--- src/inc/rbf_consts.vh ---
// Constants for the receive baseband filter chain: register offsets, field layouts, reset
// values and timing figures.
// Assumes a single 100 MHz logic clock and a plain address/strobe register port.
`ifndef RBF_CONSTS_VH
`define RBF_CONSTS_VH
`define RBF_ADDR_W 4
`define RBF_REG_MODUL 4'h0
`define RBF_REG_BW 4'h1
`define RBF_REG_DIGITAL_GAIN_CONTROL 4'h2
`define RBF_REG_THRESH 4'h3
`define RBF_REG_BITPER 4'h4
`define RBF_REG_RSSI 4'h5
`define RBF_REG_STATUS 4'h6
`define RBF_REG_GAIN 4'h7
`define RBF_REG_IFSHIFT 4'h8
`define RBF_MOD_FSK 2'h0
`define RBF_MOD_OOK 2'h1
`define RBF_MODUL_RST 8'h00
`define RBF_BW_RST 8'h55
`define RBF_DCC_RST 3'h2
`define RBF_DIGITAL_GAIN_CONTROL_RST 8'h30
`define RBF_DIGITAL_GAIN_CONTROL_LOWIDX 8'h20
`define RBF_DIGITAL_GAIN_CONTROL_NORMAL 8'h30
`define RBF_THRESH_RST 8'hE4
`define RBF_BITPER_RST 16'h0D05
`define RBF_DIGITAL_GAIN_CONTROL_BITS 2
`define RBF_RSSI_BITS 2
`define RBF_WAIT_HITS 2
`define RBF_FIR_TAPS 16
`define RBF_GAIN_UNITY 8'h10
`define RBF_REF_HZ 32000000
`define RBF_CLK_HZ 100000000
`define RBF_CAL_TIME_US 20
`define RBF_CAL_CYC ((`RBF_CAL_TIME_US * (`RBF_CLK_HZ / 1000000)))
`endif

--- src/hw/rbf_chain.v ---
// Receive baseband chain: decimation, digital gain, channel FIR, DC removal, OOK image
// filter, signal-strength estimator and wait-state detector.
// Assumes 1-bit converter streams on pins and a host on the plain register port.
//
// Implementation choices: strobed register access and the register addresses.
`timescale 1ns/1ps
`include "rbf_consts.vh"

module rbf_chain #(
  parameter DEC = 32,
  parameter CAL_CYC = `RBF_CAL_CYC
) (
  // Clock and reset
  input wire REF_CLK_IN,
  input wire RST_N_IN,
  // Converter bit streams, synthesizer start-up and front-end gain frozen flag
  input wire ADC_I_IN,
  input wire ADC_Q_IN,
  input wire SYNTH_START_IN,
  input wire FRONT_GAIN_FROZEN_IN,
  // Register port
  input wire [3:0] ADDR_IN,
  input wire [7:0] WDATA_IN,
  input wire WR_IN,
  input wire RD_IN,
  output reg [7:0] RDATA_OUT,
  // Filtered baseband to demodulators, wait state and calibration busy
  output reg [15:0] I_OUT,
  output reg [15:0] Q_OUT,
  output reg SAMPLE_VALID_OUT,
  output reg RX_WAIT_OUT,
  output reg CAL_BUSY_OUT
);

  // Divider for the bandwidth in Hz; mantissa code 11 is treated as 24.
  function [31:0] bw_hz;
    input [1:0] mant;
    input [2:0] expo;
    input ook;
    reg [7:0] m;
    begin
      m = (mant == 2'h0) ? 8'h10 : (mant == 2'h1) ? 8'h14 : 8'h18;
      bw_hz = `RBF_REF_HZ / ({24'h000000, m} << ({29'h0, expo} + 32'd2 + {31'h0, ook}));
    end
  endfunction

  reg [2:0] ai_s_q;
  reg [2:0] aq_s_q;
  reg [1:0] frz_s_q;
  reg [2:0] st_s_q;
  wire ai = ai_s_q[1];
  wire aq = aq_s_q[1];

  reg [7:0] modul_q;
  reg [7:0] bw_q;
  reg [7:0] digital_gain_control_q;
  reg [7:0] thresh_q;
  reg [7:0] rssi_q;
  reg [7:0] gain_q;
  reg [15:0] bitper_q;
  wire [1:0] mod_sel = modul_q[1:0];
  wire ook = (mod_sel == `RBF_MOD_OOK);
  wire [2:0] dcc_sel = bw_q[7:5];
  wire [1:0] mant = bw_q[4:3];
  wire [2:0] expo = bw_q[2:0];
  wire digital_gain_control_on = (digital_gain_control_q == `RBF_DIGITAL_GAIN_CONTROL_LOWIDX) || (digital_gain_control_q == `RBF_DIGITAL_GAIN_CONTROL_NORMAL);

  wire [31:0] bw_now = bw_hz(mant, expo, 1'b0);
  wire [31:0] if_hz = bw_hz(mant, expo, ook) >> 1;

  // Synchronisers and synthesizer-start edge.
  always @(posedge REF_CLK_IN or negedge RST_N_IN)
  begin
    if (!RST_N_IN)
    begin
      ai_s_q <= 3'h0;
      aq_s_q <= 3'h0;
      st_s_q <= 3'h0;
      frz_s_q <= 2'h0;
    end
    else
    begin
      ai_s_q <= {ai_s_q[1:0], ADC_I_IN};
      aq_s_q <= {aq_s_q[1:0], ADC_Q_IN};
      st_s_q <= {st_s_q[1:0], SYNTH_START_IN};
      frz_s_q <= {frz_s_q[0], FRONT_GAIN_FROZEN_IN};
    end
  end
  wire synth_rise = st_s_q[1] & ~st_s_q[2];

  // Decimator: count ones over DEC cycles, centred to signed.
  reg [15:0] dcnt_q;
  reg [15:0] acc_i_q;
  reg [15:0] acc_q_q;
  reg signed [15:0] di_q;
  reg signed [15:0] dq_q;
  reg dec_v_q;
  always @(posedge REF_CLK_IN or negedge RST_N_IN)
  begin
    if (!RST_N_IN)
    begin
      dcnt_q <= 16'h0000;
      acc_i_q <= 16'h0000;
      acc_q_q <= 16'h0000;
      di_q <= 16'h0000;
      dq_q <= 16'h0000;
      dec_v_q <= 1'b0;
    end
    else
    begin
      dec_v_q <= 1'b0;
      if (dcnt_q == DEC[15:0] - 16'h0001)
      begin
        dcnt_q <= 16'h0000;
        di_q <= $signed((acc_i_q + {15'h0, ai}) << 1) - $signed(DEC[15:0]);
        dq_q <= $signed((acc_q_q + {15'h0, aq}) << 1) - $signed(DEC[15:0]);
        acc_i_q <= 16'h0000;
        acc_q_q <= 16'h0000;
        dec_v_q <= 1'b1;
      end
      else
      begin
        dcnt_q <= dcnt_q + 16'h0001;
        acc_i_q <= acc_i_q + {15'h0, ai};
        acc_q_q <= acc_q_q + {15'h0, aq};
      end
    end
  end

  // Channel FIR: boxcar over the last 16 decimated samples; the length is fixed
  // and ignores the bandwidth setting, and the filter is fed at the decimated rate.
  reg signed [15:0] tap_i [0:15];
  reg signed [15:0] tap_q [0:15];
  reg signed [19:0] fsum_i;
  reg signed [19:0] fsum_q;
  integer k;
  integer t;
  always @*
  begin
    fsum_i = 20'h00000;
    fsum_q = 20'h00000;
    for (k = 0; k < `RBF_FIR_TAPS; k = k + 1)
    begin
      fsum_i = fsum_i + {{4{tap_i[k][15]}}, tap_i[k]};
      fsum_q = fsum_q + {{4{tap_q[k][15]}}, tap_q[k]};
    end
  end

  // DC tracker: cutoff shift grows by one per code, halving the cutoff.
  // The tracker keeps eight fraction bits so slow cutoffs still move it.
  reg signed [23:0] dc_i_q;
  reg signed [23:0] dc_q_q;
  wire [4:0] dc_sh = 5'd4 + {2'h0, dcc_sel};
  wire signed [15:0] fi = fsum_i[19:4];
  wire signed [15:0] fq = fsum_q[19:4];
  wire signed [15:0] ci = fi - dc_i_q[23:8];
  wire signed [15:0] cq = fq - dc_q_q[23:8];

  // Image filter for OOK: one-pole complex rotation estimate, bypassed for FSK.
  reg signed [15:0] im_i_q;
  reg signed [15:0] im_q_q;
  wire byp = (mod_sel == `RBF_MOD_FSK);
  wire signed [15:0] oi = byp ? ci : (ci + im_i_q) >>> 1;
  wire signed [15:0] oq = byp ? cq : (cq - im_q_q) >>> 1;

  // Digital gain in 1/16 steps.
  wire signed [23:0] gi = oi * $signed({1'b0, gain_q});
  wire signed [23:0] gq = oq * $signed({1'b0, gain_q});
  wire [15:0] mag = (oi[15] ? -oi : oi) + (oq[15] ? -oq : oq);

  always @(posedge REF_CLK_IN or negedge RST_N_IN)
  begin
    if (!RST_N_IN)
    begin
      for (t = 0; t < `RBF_FIR_TAPS; t = t + 1)
      begin
        tap_i[t] <= 16'h0000;
        tap_q[t] <= 16'h0000;
      end
      dc_i_q <= 24'h000000;
      dc_q_q <= 24'h000000;
      im_i_q <= 16'h0000;
      im_q_q <= 16'h0000;
      I_OUT <= 16'h0000;
      Q_OUT <= 16'h0000;
      SAMPLE_VALID_OUT <= 1'b0;
    end
    else
    begin
      SAMPLE_VALID_OUT <= dec_v_q;
      if (dec_v_q)
      begin
        tap_i[0] <= di_q;
        tap_q[0] <= dq_q;
        // Taps move only on a decimated sample, so the filter runs at the reduced rate.
        for (t = 1; t < `RBF_FIR_TAPS; t = t + 1)
        begin
          tap_i[t] <= tap_i[t-1];
          tap_q[t] <= tap_q[t-1];
        end
        // The step is made signed first; a plain concatenation would shift a negative
        // error in as a huge positive one.
        dc_i_q <= dc_i_q + (($signed({{8{ci[15]}}, ci}) <<< 8) >>> dc_sh);
        dc_q_q <= dc_q_q + (($signed({{8{cq[15]}}, cq}) <<< 8) >>> dc_sh);
        im_i_q <= cq;
        im_q_q <= ci;
        I_OUT <= gi[19:4];
        Q_OUT <= gq[19:4];
      end
    end
  end

  // Bit-period timer: two bit periods per gain and strength window.
  reg [15:0] bcnt_q;
  reg [1:0] bits_q;
  reg [15:0] peak_q;
  reg [7:0] rssi_raw_q;
  reg [1:0] hits_q;
  // A bit period written below the running count ends the bit at once rather than
  // letting the counter wrap through its whole range.
  wire bit_tick = (bcnt_q >= bitper_q);
  wire win_end = bit_tick && (bits_q == `RBF_DIGITAL_GAIN_CONTROL_BITS - 1);
  // Strength in half-dB codes: 12 codes per doubling of magnitude.
  function [7:0] to_halfdb;
    input [15:0] v;
    integer j;
    reg [7:0] r;
    begin
      r = 8'h00;
      for (j = 0; j < 16; j = j + 1)
        if (v[j])
          r = 8'hFF - (8'd12 * j[7:0]);
      to_halfdb = r;
    end
  endfunction

  always @(posedge REF_CLK_IN or negedge RST_N_IN)
  begin
    if (!RST_N_IN)
    begin
      bcnt_q <= 16'h0000;
      bits_q <= 2'h0;
      peak_q <= 16'h0000;
      rssi_raw_q <= 8'hFF;
      hits_q <= 2'h0;
      gain_q <= `RBF_GAIN_UNITY;
      RX_WAIT_OUT <= 1'b1;
    end
    else
    begin
      bcnt_q <= bit_tick ? 16'h0000 : bcnt_q + 16'h0001;
      if (bit_tick)
        bits_q <= win_end ? 2'h0 : bits_q + 2'h1;
      if (SAMPLE_VALID_OUT && mag > peak_q)
        peak_q <= mag;
      if (win_end)
      begin
        peak_q <= 16'h0000;
        rssi_raw_q <= to_halfdb(peak_q);
        // Lower code means stronger; count two in a row over threshold.
        if (to_halfdb(peak_q) < thresh_q)
          hits_q <= (hits_q == `RBF_WAIT_HITS) ? hits_q : hits_q + 2'h1;
        else
          hits_q <= 2'h0;
        if (hits_q == `RBF_WAIT_HITS - 1 && to_halfdb(peak_q) < thresh_q)
          RX_WAIT_OUT <= 1'b0;
        // The frozen front-end flag is deliberately not consulted here.
        if (digital_gain_control_on)
        begin
          if (peak_q[15:12] != 4'h0 && gain_q > 8'h01)
            gain_q <= gain_q - 8'h01;
          else if (peak_q[15:10] == 6'h00 && gain_q < 8'hFF)
            gain_q <= gain_q + 8'h01;
        end
      end
      if (!digital_gain_control_on)
        gain_q <= `RBF_GAIN_UNITY;
    end
  end

  // Start-up calibration on each synthesizer start.
  reg [31:0] cal_q;
  always @(posedge REF_CLK_IN or negedge RST_N_IN)
  begin
    if (!RST_N_IN)
    begin
      cal_q <= 32'h00000000;
      CAL_BUSY_OUT <= 1'b0;
    end
    else if (synth_rise)
    begin
      cal_q <= CAL_CYC;
      CAL_BUSY_OUT <= 1'b1;
    end
    else if (cal_q != 32'h00000000)
      cal_q <= cal_q - 32'h00000001;
    else
      CAL_BUSY_OUT <= 1'b0;
  end

  // Register file.
  always @(posedge REF_CLK_IN or negedge RST_N_IN)
  begin
    if (!RST_N_IN)
    begin
      modul_q <= `RBF_MODUL_RST;
      bw_q <= `RBF_BW_RST;
      digital_gain_control_q <= `RBF_DIGITAL_GAIN_CONTROL_RST;
      thresh_q <= `RBF_THRESH_RST;
      bitper_q <= `RBF_BITPER_RST;
      rssi_q <= 8'hFF;
      RDATA_OUT <= 8'h00;
    end
    else
    begin
      if (rssi_raw_q < thresh_q)
        rssi_q <= rssi_raw_q;
      if (WR_IN)
      begin
        case (ADDR_IN)
          `RBF_REG_MODUL: modul_q <= WDATA_IN;
          `RBF_REG_BW: bw_q <= WDATA_IN;
          `RBF_REG_DIGITAL_GAIN_CONTROL: digital_gain_control_q <= WDATA_IN;
          `RBF_REG_THRESH: thresh_q <= WDATA_IN;
          `RBF_REG_BITPER: bitper_q <= {8'h00, WDATA_IN};
          default: ;
        endcase
      end
      // Read data is zero outside a read cycle, so a shared host bus sees no stale value.
      RDATA_OUT <= 8'h00;
      if (RD_IN)
      begin
        case (ADDR_IN)
          `RBF_REG_MODUL: RDATA_OUT <= modul_q;
          `RBF_REG_BW: RDATA_OUT <= bw_q;
          `RBF_REG_DIGITAL_GAIN_CONTROL: RDATA_OUT <= digital_gain_control_q;
          `RBF_REG_THRESH: RDATA_OUT <= thresh_q;
          `RBF_REG_BITPER: RDATA_OUT <= bitper_q[7:0];
          `RBF_REG_RSSI: RDATA_OUT <= rssi_q;
          `RBF_REG_STATUS: RDATA_OUT <= {5'h00, CAL_BUSY_OUT, digital_gain_control_on, RX_WAIT_OUT};
          `RBF_REG_GAIN: RDATA_OUT <= gain_q;
          `RBF_REG_IFSHIFT: RDATA_OUT <= ook ? if_hz[17:10] : 8'h00;
          default: RDATA_OUT <= 8'h00;
        endcase
      end
    end
  end

  wire unused_ok = |bw_now[31:0] | frz_s_q[1] | ai_s_q[2] | aq_s_q[2];

endmodule // rbf_chain

--- config.mk ---
export PLATFORM = sky130hd
export DESIGN_NAME = rbf_chain
export DESIGN_NICKNAME = d
export VERILOG_FILES = /design/src/hw/rbf_chain.v
export VERILOG_INCLUDE_DIRS = /design/src /design/src/inc
export SDC_FILE = /design/constraint.sdc
export NUM_CORES = 2
export LEC_CHECK = 0
export ABC_AREA = 1
export BUFFER_PORTS_ARGS = -buffer_cell sky130_fd_sc_hd__buf_4
export CAP_MARGIN = 20
export CORE_ASPECT_RATIO = 0.6
export CORE_MARGIN = 3
export CORE_UTILIZATION = 31
export CTS_CLUSTER_DIAMETER = 100
export DETAILED_ROUTE_END_ITERATION = 12
export PLACE_DENSITY = 0.48
export REMOVE_ABC_BUFFERS = 1
export SLEW_MARGIN = 15
export SYNTH_ARGS = -nofsm -noshare
export SYNTH_HDL_FRONTEND = slang
export SYNTH_SLANG_ARGS = --single-unit
--- constraint.sdc ---
create_clock -name REF_CLK_IN -period 49.4 [get_ports REF_CLK_IN]
set_clock_uncertainty 0.2 [all_clocks]
set_input_delay 4.94 -clock REF_CLK_IN [delete_from_list [all_inputs] [get_ports REF_CLK_IN]]
set_output_delay 4.94 -clock REF_CLK_IN [all_outputs]
set_load 0.005 [all_outputs]
# --- Word-level counts from Yosys, hierarchy flattened ---
# Index checks and enable logic that the tools add are counted.
word_totals:
  ff_bits: 858
  in_bits: 20
  out_inout_bits: 43
  elab_cells: 217
op_classes:
  n_addsub: 53
  multipliers: 2
  div: 1
  n_lt_le_gt_ge: 6
  n_eq_ne: 20
  shift: 3
  muxes: 44
  bitwise: 2
  reduce_logical: 22
op_table:
  columns: ["cell", "n"]
  rows:
  - ["$add 20x20->20", 22]
  - ["$mux 8", 23]
  - ["$mux 16", 10]
  - ["$pmux 8 s9", 1]
  - ["$mux 32", 2]
  - ["$add 24x24->24", 2]
  - ["$sshr 24x4->24", 2]
  - ["$sub 16x16->16", 3]
  - ["$add 19x16->20", 2]
  - ["$mul 16x9->20", 2]
  - ["$add 18x16->19", 2]
  - ["$add 17x16->18", 2]
  - ["$add 16x16->17", 2]
  - ["$add 16x1->16", 2]
  - ["$add 16x1->16 const B", 2]
  - ["$add 16x16->16", 2]
  - ["$div 25x32->32 const A", 1]
  - ["$neg 16->16", 2]
  - ["$reduce_bool 32->1", 1]
  - ["$shl 5x5->32", 1]
  - ["$sub 16x7->16 const B", 2]
  - ["$sub 32x1->32 const B", 1]
  - ["$eq 16x5->1 const B", 1]
  - ["$eq 4x3->1 const B", 4]
  - ["33 further kinds", 59]

# --- Logic depth before layout (Yosys ltp) ---
depth:
  ltp_word: 25
  mapped_depth: 261
  depth_no_buf: 254

# --- Worst setup path before layout ---
# Ideal clock, no wire load.
synth_path:
  path_kind: "register -> register"
  from: "register bw_q[0]"
  to: "register RDATA_OUT[0]"
  setup_time_ps: 134
  arrival_time_ps: 28126
  required_time_ps: 49066
  slack_ps: 20940
  stages_incl_launch_ff: 246
  path_buffers: 9
  period_less_slack_ps: 28460
  cell_sequence: "dfstp_2 -> ha_1 -> inv_2 -> ha_1 -> inv_1 -> nand2_1 -> nand2_1 -> nor2_1 -> nand2_1 -> ha_1 -> nand2_1 -> a21oi_1 -> nand2_2 -> nor2_1 -> ha_1 -> nand2_1 -> nand2_1 -> nand2_1 -> (+210 left out) -> nor2_1 -> o21ai_1 -> nand2_1 -> nand3_1 -> o21a_2 -> buf_2 -> buf_4 -> a21oi_1 -> ha_1 -> a21oi_1 -> nor2_1 -> a211oi_1 -> o221a_2 -> a21oi_1 -> nor2_1 -> nand2_1 -> nand2_1 -> a21oi_1"
synth_via:
  elab_chain_len: 7
synth_lines:
  columns: ["element", "line", "rtl"]
  rows:
  - ["start, declared", "rbf_chain.v:55", "reg [7:0] bw_q;"]
  - ["start signal, assigned", "rbf_chain.v:307", "bw_q <= `RBF_BW_RST;"]
  - ["$add 3x2->4", "rbf_chain.v:43", "bw_hz = `RBF_REF_HZ / ({24'h000000, m} << ({29'h0, expo} + 32'd2 + {31'h0, ook}));"]
  - ["$add 4x1->5", "rbf_chain.v:43", null]
  - ["$shl 5x5->32", "rbf_chain.v:43", null]
  - ["$div 25x32->32 (no source line)", null, null]
  - ["$mux 8", "rbf_chain.v:342", "`RBF_REG_IFSHIFT: RDATA_OUT <= ook ? if_hz[17:10] : 8'h00;"]
  - ["$pmux 8 s9 (*)", "rbf_chain.v:333", "case (ADDR_IN)"]
  - ["$mux 8 (*)", "rbf_chain.v:331", "if (RD_IN)"]
  - ["end signal, assigned", "rbf_chain.v:334", "`RBF_REG_MODUL: RDATA_OUT <= modul_q;"]
  - ["end signal, assigned", "rbf_chain.v:335", "`RBF_REG_BW: RDATA_OUT <= bw_q;"]
  - ["end signal, assigned", "rbf_chain.v:342", null]
  - ["end, declared", "rbf_chain.v:26", "output reg [7:0] RDATA_OUT,"]
# Every way passes the cells marked *; elsewhere a longest branch is shown, timed or not.
# A chain may end at the register's enable or synchronous reset.

# --- Final worst setup path ---
layout_path:
  from: "register modul_q[1]"
  to: "register RDATA_OUT[0]"
layout_via:
  elab_chain_len: 7
layout_lines:
  columns: ["element", "line", "rtl"]
  rows:
  - ["start, declared", "rbf_chain.v:54", "reg [7:0] modul_q;"]
  - ["start signal, assigned", "rbf_chain.v:306", "modul_q <= `RBF_MODUL_RST;"]
  - ["$eq 2x1->1 (no source line) (*)", null, null]
  - ["$add 4x1->5", "rbf_chain.v:43", null]
  - ["$shl 5x5->32", "rbf_chain.v:43", null]
  - ["$div 25x32->32 (no source line)", null, null]
  - ["$mux 8 (*)", "rbf_chain.v:342", null]
  - ["$pmux 8 s9 (*)", "rbf_chain.v:333", null]
  - ["$mux 8 (*)", "rbf_chain.v:331", null]
# Marks and branches as above.

==> metrics.txt <==
Slew HR 23.0%; met1 wire length approximately 97000 um; GRT overflow 0; ANT cells 0; global-route wire length before repair 281000 um; share of layout cells above drive strength 1 under 10%; CP required just under 50000 ps; CTS Buffer Depth 3; # hold bufs at CTS 0; IO buf count between 60 and 70; #FFs+latches synth a little over 800; IO Pins 63; maxcap violations 0; Clock Tree Root clkbuf_16; H-Tree Depth 3; hpwl dp approximately 130000 um; minimum clock period about 37000 ps; FP Rows 131; Seq/Total Area, Yosys between 30% and 40%; CTS buffer count 92; Synth top area share 29.3%; setup tns final 0 ps; top post-synthesis cells by area dfrtp_1, fa_1, nand2_1, ha_1, inv_1; routed wl met2 roughly 65000 um; crit path launch type register; initial core utilization approximately a third; RSZ-0062 raised after global routing no; Yosys cell types 75; Top Metal Used met4; Die W around 610 um; Core ar. approximately 210000 um^2; CP Data Arrival Time between 30000 and 40000 ps; crit path kind register to register; largest net degree at the start of global routing 219; CTS tree yes; vias in the first global route between 50000 and 60000; DRC 0; clock slew at reported path FFs about 60 ps; Largest stage delay, worst path roughly 600 ps; Vias/cell 4.58; Synth Area per Inst about 8.2 um^2; 1st-iter DRT viols ~3200; GRT Util Overall around 15%; yosys warns 0; die area around 220000 um^2; final hold vios 0; area growth from synthesis to layout 9.89%; Worst Max-Slew Pin Slew about 1100 ps; CP endpoint kind register; clock sinks between 800 and 900; Yosys top cell by area dfrtp_1; count leader, synth nand2_1; worst min path class register to register; final setup vio count 0; most used cell, CP nand2_1; post-CTS setup buffer count 0; first-pass detailed-route iteration total 5; initial antenna violation count 2; CP Max Fanout 32; Vias 51000; Routed met3 length roughly 6700 um; number of flops mapped to enable cells by yosys 0; nets@finish ~9300; FFs w/ async S/R, synth 100%; placer congestion estimate around 0.86; Synth Flop Type dfrtp_1; Crit-path slowest cell o21a_2; fill count between 20000 and 25000; post-synthesis cell area 67500 um^2; Slew Limit Fails 0; WL per Instance 15.3 um; post-cts sizing count 0; Post-synth top cells nand2_1, inv_1, dfrtp_1, fa_1, o21ai_0; status complete, no violations; Tcrit/Tclk final 75.6%; post-synthesis cell count roughly 8000; Clock Latency Late Sink roughly 710 ps; Antenna Violating Nets Remaining 0; Max Fclk roughly 27 MHz; Die Y between 300 and 400 um; Routed WL 170000 um
==> final timing paths <==
kind                            start           end  slack [ps]  cells past startpoint
setup / recovery           modul_q[1]  RDATA_OUT[0]       12040                    244
hold / removal              ai_s_q[0]     ai_s_q[1]         150                      0
setup reg to reg           modul_q[1]  RDATA_OUT[0]       12040                    244
hold reg to reg             ai_s_q[0]     ai_s_q[1]         150                      0
max in group asynchronous    RST_N_IN     tap_q[77]       39010                      8
min in group asynchronous    RST_N_IN      I_OUT[2]        4010                      1
==> area by class of cell <==
| cell class | instances | area, um^2 | area share [%] |
|---|---|---|---|
| well taps | 2859 | 3580 | 4.82 |
| flip-flops and latches | 818 | 20500 | 27.7 |
| clock buffers | 134 | 2710 | 3.65 |
| clock inverters | 29 | 322 | 0.434 |
| multi-input cells | 5837 | 41100 | 55.4 |
| repair buffers | 129 | 1000 | 1.35 |
| inverters | 1326 | 5000 | 6.74 |
==> flip-flops by register name (all words and copies together), names as in the netlist, 16 cells and up <==
signal / count
tap_i: 240
tap_q: 240
cal_q: 32
dc_i_q: 24
dc_q_q: 24
I_OUT: 16
Q_OUT: 16
bcnt_q: 16
dcnt_q: 16
im_i_q: 16
im_q_q: 16
peak_q: 16
==> stage by stage <==
stage          utilization [%]  cells  instance area [um^2]  setup WS [ps]  hold slack (ps)
4_1_cts                   34.6  11100                 74200          12070              150
5_1_grt                   34.6  11100                 74200           7670              152
2_1_floorplan                -   7981                 66500          18550              131
3_3_place_gp              33.1  11000                 71100          12560              134
3_5_place_dp              33.2  11000                 71100          12250              136
6_report                  34.6  11100                 74200          12040              145
==> cell families after synthesis <==
logic type	count (synthesis)	share of synthesized area (%)
simple gates	3238	19.8
mux	18	0.267
buf+inv	1557	8.84
xor+xnor	332	4.31
flops	818	30.4
compound gates	1172	9.78
other cells	1	0.00556
fa+ha+maj	1072	26.7
==> worst max-delay path, delay by kind of cell, from the launching register on <==
| family | cells | cell delay (ps) |
|---|---|---|
| adder cells (fa/ha/maj) | 18 | 5480 |
| flip-flops | 1 | 420 |
| AND/OR/NAND/NOR | 124 | 13740 |
| AO/OA/AOI/OAI | 79 | 13470 |
| buffers and inverters | 23 | 3660 |
==> metal layers <==
| metal | global-route usage (%) | vias to the layer above |
|---|---|---|
| met5 | 0 | - |
| met1 | 25.8 | 24500 |
| met3 | 1.87 | 133 |
| li1 | - | 25500 |
| met4 | 2.09 | 0 |
| met2 | 20.7 | 784 |
==> cells in the final DEF (no fill, tap or decap), drive strengths merged, types with 14 or more instances in the layout <==
master | Yosys | routed
ha | 461 | 461
fa | 611 | 611
dfrtp | 789 | 789
o22ai | 23 | 23
nand3 | 207 | 207
a21oi | 363 | 363
buf | 38 | 129
xor2 | 212 | 212
dfstp | 29 | 29
clkinv | 8 | 24
or2 | 52 | 52
nand4 | 30 | 30
o21ai | 610 | 610
xnor2 | 120 | 120
clkbuf | 193 | 134
inv | 1318 | 1326
and2 | 14 | 14
mux2i | 18 | 18
nor3 | 58 | 58
o31ai | 18 | 18
a31oi | 37 | 37
nor2 | 466 | 466
nand2 | 2371 | 2371
o21bai | 42 | 42
Power is left out: the tool's default activity adds up to more than one toggle a clock period on the data nets, which glitch-free logic cannot reach.
